$ cat src/hw/issc_pkg.sv
package issc_pkg;
  localparam int AW = 8;
  localparam int DW = 16;
  // register word indices on the plain register port
  localparam logic [7:0] ADDR_DAC_SEL = 8'h19;
  localparam logic [7:0] ADDR_TMR_SEL = 8'h1a;
  localparam logic [7:0] ADDR_CLK_CTL = 8'h1b;
  localparam logic [7:0] ADDR_PCLK_EN = 8'h1c;
  localparam logic [7:0] ADDR_STATUS = 8'h1d;
  localparam logic [15:0] RST_VAL = 16'h0000;
  // field layout of the select registers
  localparam int DAC0_LSB = 0;
  localparam int DAC1_LSB = 4;
  localparam logic [15:0] DAC_SEL_MASK = 16'h0077;
  localparam int TIN1_BIT = 4;
  localparam int TIN2_BIT = 8;
  localparam int TIN3_BIT = 12;
  localparam logic [15:0] TMR_SEL_MASK = 16'h1110;
  // trigger source codes
  localparam logic [2:0] TRIG_ITMR0 = 3'h0;
  localparam logic [2:0] TRIG_ITMR1 = 3'h1;
  localparam logic [2:0] TRIG_ITMR2 = 3'h2;
  localparam logic [2:0] TRIG_PWMSYNC = 3'h3;
  localparam logic [2:0] TRIG_QTCH0 = 3'h4;
  localparam logic [2:0] TRIG_QTCH1 = 3'h5;
  // clock control register layout
  localparam int CC_PLL_SEL = 0;
  localparam int CC_PLL_PD = 1;
  localparam int CC_OSC_LSB = 2;
  localparam int CC_ROS_SB = 4;
  localparam int CC_ROS_PD = 5;
  localparam int CC_POST_LSB = 6;
  localparam int CC_HS_LSB = 8;
  localparam logic [15:0] CLK_CTL_MASK = 16'h0fff;
  localparam logic [15:0] CLK_CTL_RST = 16'h0002;
  localparam int NPERIPH = 8;
  localparam int NHS = 4;
  localparam logic [15:0] PCLK_RST = 16'h00ff;
  // master oscillator source codes
  localparam logic [1:0] OSC_RELAX = 2'h0;
  localparam logic [1:0] OSC_XTAL = 2'h1;
  localparam logic [1:0] OSC_EXT = 2'h2;
  // clock limits, kept for reference; no logic reads them
  localparam int MCLK_MAX_MHZ = 64;
  localparam int SYS_MAX_MHZ = 32;
  localparam int HS_MAX_MHZ = 96;
  localparam int PLL_MAX_MHZ = 196;
  localparam int ROSC_FULL_KHZ = 8000;
  localparam int ROSC_STBY_KHZ = 200;
  localparam int SYS_DIV = MCLK_MAX_MHZ / SYS_MAX_MHZ;
  typedef enum logic [2:0] {
    ROSC_FULL = 3'b001,
    ROSC_STBY = 3'b010,
    ROSC_OFF = 3'b100
  } issc_rosc_e;
endpackage

$ cat src/hw/issc_dac_if.sv
`timescale 1ns/1ns
// select code out to a trigger mux, trigger back
interface issc_dac_if;
  logic [2:0] sel;
  logic trig;
  modport ctl (output sel, input trig);
  modport mux (input sel, output trig);
endinterface

$ cat src/hw/issc_dac_mux.sv
`timescale 1ns/1ns
module issc_dac_mux
  import issc_pkg::*;
(
  input wire logic i_clk, // master clock
  input wire logic i_rst, // sync reset
  issc_dac_if.mux dac, // select in, trigger out
  input wire logic [2:0] i_itmr, // interval timer outs
  input wire logic i_pwm_sync, // pwm reload sync
  input wire logic i_qt_ch0, // quad timer ch0 out
  input wire logic i_qt_ch1 // quad timer ch1 out
);
  // source decode; reserved codes give a quiet low
  function automatic logic pick(input logic [2:0] s,
    input logic [2:0] it, input logic ps, input logic q0,
    input logic q1);
    case (s)
      TRIG_ITMR0: pick = it[0];
      TRIG_ITMR1: pick = it[1];
      TRIG_ITMR2: pick = it[2];
      TRIG_PWMSYNC: pick = ps;
      TRIG_QTCH0: pick = q0;
      TRIG_QTCH1: pick = q1;
      default: pick = 1'b0;
    endcase
  endfunction

  // registered so the top output is glitch free
  always_ff @(posedge i_clk)
  begin
    if (i_rst)
      dac.trig <= 1'b0;
    else
      dac.trig <= pick(dac.sel, i_itmr, i_pwm_sync,
        i_qt_ch0, i_qt_ch1);
  end
endmodule

$ cat src/hw/issc_clk_half.sv
`timescale 1ns/1ns
module issc_clk_half
  import issc_pkg::*;
(
  input wire logic i_clk, // master clock
  input wire logic i_rst, // sync reset
  input wire logic i_run, // gate: high lets it toggle
  output logic o_clk_q // divided, gated clock
);
  // toggle flop halves the rate; a closed gate parks it low
  always_ff @(posedge i_clk)
  begin
    if (i_rst)
      o_clk_q <= 1'b0;
    else if (i_run)
      o_clk_q <= ~o_clk_q;
    else
      o_clk_q <= 1'b0;
  end
endmodule

$ cat src/hw/issc_top.sv
`timescale 1ns/1ns
module issc_top
  import issc_pkg::*;
(
  input wire logic i_clk, // master clock
  input wire logic i_rst, // sync reset, high
  input wire logic [AW-1:0] i_addr, // register index
  input wire logic [DW-1:0] i_wdata, // write data
  input wire logic i_wr, // write strobe
  input wire logic i_rd, // read strobe
  output logic [DW-1:0] o_rdata, // read data, next cycle
  input wire logic [2:0] i_itmr, // interval timer outs
  input wire logic i_pwm_sync, // pwm reload sync
  input wire logic i_qt_ch0, // quad timer ch0 out
  input wire logic i_qt_ch1, // quad timer ch1 out
  input wire logic [2:0] i_tmr_pin, // timer pins 1..3
  input wire logic i_cmpa, // comparator a out
  input wire logic i_cmpb, // comparator b out
  input wire logic i_wait_mode, // core clocks off
  input wire logic i_stop_mode, // system clocks off
  output logic o_dac0_trig, // dac0 sync input
  output logic o_dac1_trig, // dac1 sync input
  output logic [2:0] o_tmr_in, // timer inputs 1..3
  output logic o_sys_clk, // peripheral system clock
  output logic o_core_clk, // core and memory clock
  output logic [NPERIPH-1:0] o_pclk_en, // periph enables
  output logic [NHS-1:0] o_hs_en, // 3x clock gates
  output logic o_pll_sel, // master from pll
  output logic o_pll_pd, // pll powered down
  output logic [1:0] o_pll_post, // pll postscaler
  output logic [1:0] o_osc_src, // oscillator source
  output logic o_rosc_sb, // relax osc standby
  output logic o_rosc_pd // relax osc power down
);
  logic [DW-1:0] dac_sel_q;
  logic [DW-1:0] tmr_sel_q;
  logic [DW-1:0] clk_ctl_q;
  logic [DW-1:0] pclk_q;
  logic [DW-1:0] rd_d;
  logic [2:0] tin_d;
  logic pll_on;
  logic master_ok;
  logic [NHS-1:0] hs_d;
  issc_rosc_e rosc_q;
  issc_rosc_e rosc_d;
  issc_dac_if dac0 ();
  issc_dac_if dac1 ();

  // write hit test, shared by all register processes
  function automatic logic hit(input logic [AW-1:0] a,
    input logic [AW-1:0] r, input logic s);
    hit = s && (a == r);
  endfunction

  // dac trigger selects; reserved bits never stored
  always_ff @(posedge i_clk)
  begin
    if (i_rst)
      dac_sel_q <= RST_VAL;
    else if (hit(i_addr, ADDR_DAC_SEL, i_wr))
      dac_sel_q <= i_wdata & DAC_SEL_MASK;
  end

  // timer input selects, three single-bit fields
  always_ff @(posedge i_clk)
  begin
    if (i_rst)
      tmr_sel_q <= RST_VAL;
    else if (hit(i_addr, ADDR_TMR_SEL, i_wr))
      tmr_sel_q <= i_wdata & TMR_SEL_MASK;
  end

  // clock control: pll, oscillator, high-speed options
  always_ff @(posedge i_clk)
  begin
    if (i_rst)
      clk_ctl_q <= CLK_CTL_RST;
    else if (hit(i_addr, ADDR_CLK_CTL, i_wr))
      clk_ctl_q <= i_wdata & CLK_CTL_MASK;
  end

  // per-peripheral clock enables, all on after reset
  always_ff @(posedge i_clk)
  begin
    if (i_rst)
      pclk_q <= PCLK_RST;
    else if (hit(i_addr, ADDR_PCLK_EN, i_wr))
      pclk_q <= {{(DW-NPERIPH){1'b0}},
        i_wdata[NPERIPH-1:0]};
  end

  // read mux; unmapped indices read zero
  always_comb
  begin
    case (i_addr)
      ADDR_DAC_SEL: rd_d = dac_sel_q;
      ADDR_TMR_SEL: rd_d = tmr_sel_q;
      ADDR_CLK_CTL: rd_d = clk_ctl_q;
      ADDR_PCLK_EN: rd_d = pclk_q;
      ADDR_STATUS: rd_d = {8'h00, o_sys_clk, rosc_q,
        o_osc_src, pll_on, master_ok};
      default: rd_d = RST_VAL;
    endcase
  end

  // read data stands one cycle after the strobe only
  always_ff @(posedge i_clk)
  begin
    if (i_rst)
      o_rdata <= RST_VAL;
    else if (i_rd)
      o_rdata <= rd_d;
    else
      o_rdata <= RST_VAL;
  end

  // dac trigger muxes share one decode module
  assign dac0.sel = dac_sel_q[DAC0_LSB +: 3];
  assign dac1.sel = dac_sel_q[DAC1_LSB +: 3];
  issc_dac_mux u_dac0 (
    .i_clk(i_clk),
    .i_rst(i_rst),
    .dac(dac0),
    .i_itmr(i_itmr),
    .i_pwm_sync(i_pwm_sync),
    .i_qt_ch0(i_qt_ch0),
    .i_qt_ch1(i_qt_ch1)
  );
  issc_dac_mux u_dac1 (
    .i_clk(i_clk),
    .i_rst(i_rst),
    .dac(dac1),
    .i_itmr(i_itmr),
    .i_pwm_sync(i_pwm_sync),
    .i_qt_ch0(i_qt_ch0),
    .i_qt_ch1(i_qt_ch1)
  );
  assign o_dac0_trig = dac0.trig;
  assign o_dac1_trig = dac1.trig;

  // timer input sources: pin when zero, internal when one
  always_comb
  begin
    tin_d[0] = tmr_sel_q[TIN1_BIT] ? i_cmpa
      : i_tmr_pin[0];
    tin_d[1] = tmr_sel_q[TIN2_BIT] ? i_cmpb
      : i_tmr_pin[1];
    tin_d[2] = tmr_sel_q[TIN3_BIT] ? i_pwm_sync
      : i_tmr_pin[2];
  end

  // registered; pin feed assumes software set one pin
  always_ff @(posedge i_clk)
  begin
    if (i_rst)
      o_tmr_in <= 3'h0;
    else
      o_tmr_in <= tin_d;
  end

  // relaxation oscillator state, power down has priority
  always_comb
  begin
    case (rosc_q)
      ROSC_FULL, ROSC_STBY, ROSC_OFF:
        if (clk_ctl_q[CC_ROS_PD])
          rosc_d = ROSC_OFF;
        else if (clk_ctl_q[CC_ROS_SB])
          rosc_d = ROSC_STBY;
        else
          rosc_d = ROSC_FULL;
      default: rosc_d = ROSC_FULL;
    endcase
  end

  always_ff @(posedge i_clk)
  begin
    if (i_rst)
      rosc_q <= ROSC_FULL;
    else
      rosc_q <= rosc_d;
  end

  // master clock exists unless code OSC_RELAX is selected and relax osc is off
  assign master_ok = !((clk_ctl_q[CC_OSC_LSB +: 2] == OSC_RELAX)
    && (rosc_q == ROSC_OFF));
  // pll must be both powered and selected
  assign pll_on = clk_ctl_q[CC_PLL_SEL]
    && !clk_ctl_q[CC_PLL_PD];

  // oscillator and pll control outputs
  always_ff @(posedge i_clk)
  begin
    if (i_rst)
    begin
      o_osc_src <= OSC_RELAX;
      o_pll_sel <= 1'b0;
      o_pll_pd <= 1'b1;
      o_pll_post <= 2'h0;
      o_rosc_sb <= 1'b0;
      o_rosc_pd <= 1'b0;
    end
    else
    begin
      // reserved source code falls back to relax osc
      o_osc_src <= (clk_ctl_q[CC_OSC_LSB +: 2] == OSC_EXT
        || clk_ctl_q[CC_OSC_LSB +: 2] == OSC_XTAL)
        ? clk_ctl_q[CC_OSC_LSB +: 2] : OSC_RELAX;
      o_pll_sel <= pll_on;
      o_pll_pd <= clk_ctl_q[CC_PLL_PD];
      o_pll_post <= clk_ctl_q[CC_POST_LSB +: 2];
      o_rosc_sb <= (rosc_q == ROSC_STBY);
      o_rosc_pd <= (rosc_q == ROSC_OFF);
    end
  end

  // system clock: halved master, stopped in stop mode
  issc_clk_half u_sys (
    .i_clk(i_clk),
    .i_rst(i_rst),
    .i_run(master_ok && !i_stop_mode),
    .o_clk_q(o_sys_clk)
  );
  // core clock also stops in wait mode
  issc_clk_half u_core (
    .i_clk(i_clk),
    .i_rst(i_rst),
    .i_run(master_ok && !i_stop_mode && !i_wait_mode),
    .o_clk_q(o_core_clk)
  );

  // peripheral enables, dropped as a group in stop
  always_ff @(posedge i_clk)
  begin
    if (i_rst)
      o_pclk_en <= '0;
    else
      o_pclk_en <= (master_ok && !i_stop_mode)
        ? pclk_q[NPERIPH-1:0] : '0;
  end

  // 3x gates: pwm, timer a, timer b, i2c
  genvar g;
  generate
    for (g = 0; g < NHS; g++)
    begin : g_hs
      // without a running pll there is no 3x clock to pass
      assign hs_d[g] = pclk_q[g] && clk_ctl_q[CC_HS_LSB + g]
        && pll_on && master_ok && !i_stop_mode;
    end
  endgenerate

  always_ff @(posedge i_clk)
  begin
    if (i_rst)
      o_hs_en <= '0;
    else
      o_hs_en <= hs_d;
  end
endmodule

$ cat config.mk
export PLATFORM = sky130hd
export DESIGN_NAME = issc_top
export DESIGN_NICKNAME = d
export VERILOG_FILES = /design/src/hw/issc_pkg.sv /design/src/hw/issc_dac_if.sv /design/src/hw/issc_dac_mux.sv /design/src/hw/issc_clk_half.sv /design/src/hw/issc_top.sv
export SDC_FILE = /design/constraint.sdc
export NUM_CORES = 1
export LEC_CHECK = 0
export BUFFER_PORTS_ARGS = -buffer_cell sky130_fd_sc_hd__buf_2
export CORE_AREA = 2 2 88 90
export CTS_BUF_LIST = sky130_fd_sc_hd__clkbuf_4 sky130_fd_sc_hd__clkbuf_8
export DETAILED_ROUTE_END_ITERATION = 10
export DIE_AREA = 0 0 90 92
export PLACE_DENSITY = 0.72
export SETUP_SLACK_MARGIN = 0.4
export SLEW_MARGIN = 10
export SYNTH_ARGS = -nofsm -noshare
export SYNTH_HDL_FRONTEND = slang
export SYNTH_SLANG_ARGS = --single-unit
export TNS_END_PERCENT = 100
$ cat constraint.sdc
create_clock -name i_clk -period 1.7 [get_ports i_clk]
set_input_delay 0.17 -clock i_clk [delete_from_list [all_inputs] [get_ports i_clk]]
set_output_delay 0.17 -clock i_clk [all_outputs]
set_load 0.01 [all_outputs]
==> results.md <==
* Post-route ant nets at 0
* Routability congestion estimate from global placement at 0.8488
* Num ports at 84
* DR vias/cell at 4.760
* R2r startpoint: rosc_q[1]
* Max incr delay on CP at 0.37 ns
* CP Launch Type: flip-flop
* Clock tree buffer depth at 2
* CP required at 1.93 ns
* CTS Buf Count at 9
* Avg Inst Size Synth at 10.40 sq um
* H-tree Lvls at 3
* Final Setup Violations at 0
* Leak at 1.549 nW
* DRT iter0 DRCs at 85
* HP Class: in -> reg
* Root buf cell: clkbuf_8
* RSZ-0062 raised after global routing: yes
* Clock latency on the worst-skew pair at 0.33 ns
* Max-cap violations at 0
* Core box area at 7447 sq um
* Top cell type by total area after synthesis: dfxtp_1
* # fillers at 735
* Ant diodes at 0
* Register area share after synthesis at 50.95%
* Die width at 90 microns
* Synth area leaders: dfxtp_1 51%, mux2i_1 12%, nor2_1 6.5%
* Final instance area at 3632 sq um
* Most common cell after layout, fill and taps aside: buf_2
* Hold Crit Endpoint: o_tmr_in[2]
* Gr ovfl total at 0
* I/O Buffers at 77
* DRC at 0
* Pre-antenna DRT Iters at 4
* First-pass GRT wire length at 10490 microns
* Detailed-route wire length per cell at 14.08 microns
* PnR Total Power at 3.157 mW
* Post-DP HPWL at 4841 microns
* Hold Startpoint: i_tmr_pin[2]
* Crit path kind: reg -> reg
* FMAX at 802.1 MHz
* R2R depth at 5
* Via Count at 2223
* WL final at 6574 microns
* CTS clk-pin slew, worst paths at 0.07 ns
* TritonCTS clock tree: yes
* Final worst path period need at 1.247 ns
* WP buf/inv at 1
* Synth-to-layout area growth at 28.39%
* Unique masters post-synth at 36
* Nets at 403
* Die Ht at 92 microns
* Initial antenna violation count at 0
* Post-synth top area share at 50.95%
* List of cells traversed by the critical path: nor3b_4, a21oi_2, buf_4, and2_4, and3_1
* Setup TNS at 0 ns
* Pins Over Slew Limit at 0
* Rows at 32
* Reg-to-reg slack, setup at 0.45 ns
* Die area at 8280 sq um
* Worst vdd ir at 0.3744 mV
* CP arrival at 1.48 ns
* CTS sink cnt at 72
* Layout cells sized above 1 at 36.99%
* Final Hold Vio Count at 0
* GRT Overall Usage at 16.26%
* Worst R2R End: o_hs_en[3]
* Cells after Synth at 272
* Min-Delay Path Depth at 3
* Fraction of the cycle the final worst path needs at 73.34%
* Status: completed
* Post-Syn Area at 2829 sq um
* Power Density at 869.0 nW/um^2
* Critical path peak fanout at 4
* Vias in the first global route at 2120
* Flops & latches, synth at 72
* Kind of cell adding the most delay to the critical path: simple AND/OR/NAND/NOR gates
* Slowest cell on the critical path: dfxtp_4
* Dpl cell area at 3358 sq um
* Initial Utilization at 37.99%
* Post-Route Skew at 0.005795 ns
* Most frequent cells in the layout: 76 x buf_2, 65 x dfxtp_1, 49 x nor2_1
* Largest net degree at the start of global routing at 39
* Ys Warns at 0
* Worst Setup End Kind: flip-flop
[area by class of cell]
type / count / area (sq um) / share of cell area (%)
sequential: 72 / 1453 / 39.99
multi-input combinational: 180 / 1318 / 36.27
timing repair buffer: 93 / 539.3 / 14.85
clock buffer: 12 / 158.9 / 4.375
tap: 102 / 127.6 / 3.514
inverter: 5 / 18.77 / 0.5167
clock inverter: 3 / 17.52 / 0.4823
[cells by family after synthesis]
| kind of cell | share of synthesized area [%] |
|---|---|
| other | 0.1326 |
| buffers and inverters | 4.422 |
| XOR/XNOR | 0.3097 |
| AO/OA/AOI/OAI | 5.485 |
| multiplexers | 15.97 |
| flip-flops | 50.95 |
| AND/OR/NAND/NOR | 22.29 |
| adder cells (fa/ha/maj) | 0.4422 |
[where the power goes]
part	switching, mW	internal (mW)	total [mW]
Clock	0.600	0.613	1.21
Sequential	0.00582	1.70	1.71
Combinational	0.128	0.106	0.233
[through the flow]
| step | setup WS (ns) | std cells | utilization, % | hold slack (ns) |
|---|---|---|---|---|
| 6_report | 0.4533 | 467 | 48.77 | 0.07157 |
| 5_1_grt | 0.3836 | 467 | 48.77 | 0.07817 |
| 4_1_cts | 0.4174 | 465 | 48.08 | 0.06295 |
| 3_5_place_dp | 0.1307 | 448 | 45.09 | 0.3481 |
| 3_3_place_gp | 0.1619 | 448 | 45.09 | 0.3420 |
| 2_1_floorplan | 0.2742 | 274 | - | 0.2461 |
[per-layer routing]
metal  global-route usage (%)  vias up  part of all wire, %
met1                    20.68     1036                   45
li1                         -     1113                    -
met5                        0        -                    0
met4                    5.769        0                 0.58
met3                    4.191        5                  6.0
met2                    26.82       69                   48
[synthesized netlist by cell type]
cell type / n
a311oi_1: 1
clkbuf_1: 4
mux2i_1: 35
buf_4: 3
a32oi_1: 3
or4_4: 1
or2_1: 1
nor2b_1: 8
nand2b_1: 3
nor3b_1: 4
dfxtp_1: 72
mux4_2: 2
nor4_4: 3
a2111oi_0: 1
nand3_1: 1
and2_1: 11
buf_2: 7
nor4b_1: 3
a21oi_1: 11
o22a_1: 3
mux2_2: 5
and3_1: 7
inv_1: 5
nor3_1: 12
a22o_1: 2
conb_1: 1
nor2_1: 49
xor2_1: 1
a22oi_1: 1
nand3b_4: 1
nand3b_1: 3
o21ai_0: 1
buf_6: 3
nand2_1: 2
ha_1: 1
nor4_2: 1
[tightest hold or removal path: stages]
cell	delay [ns]
buf_2	0.07
mux2i_1	0.05
nor2_1	0.07
[registers in the layout, indices dropped and copies added, names as in the netlist, 2 cells and up]
name	count
o_rdata	13
clk_ctl_q	12
o_osc_src	2
o_hs_en	4
o_pll_post	2
o_tmr_in	3
tmr_sel_q	3
o_pclk_en	8
dac_sel_q	6
rosc_q	3
pclk_q	8
[how the worst max path moves through the flow]
stage	slack, ns	end	start	cells past startpoint
after floorplan	0.27	clk_ctl_q[10]	i_addr[7]	6
after global placement	0.16	o_rdata[1]	i_addr[7]	5
after detailed placement	0.13	clk_ctl_q[10]	i_addr[7]	6
after CTS	0.42	u_core.o_clk_q	clk_ctl_q[2]	6
after global routing	0.38	o_hs_en[0]	rosc_q[1]	5
final	0.45	o_hs_en[3]	rosc_q[1]	5
[repair_timing]
action                     4_1_cts  5_1_grt
pin swaps                        1        5
hold endpoints to repair         1        0
setup buffers                    1        2
gates resized for setup          9       12
hold buffers                     1        0
setup endpoints to repair       15       17
Power figures use the tool's default switching activity.
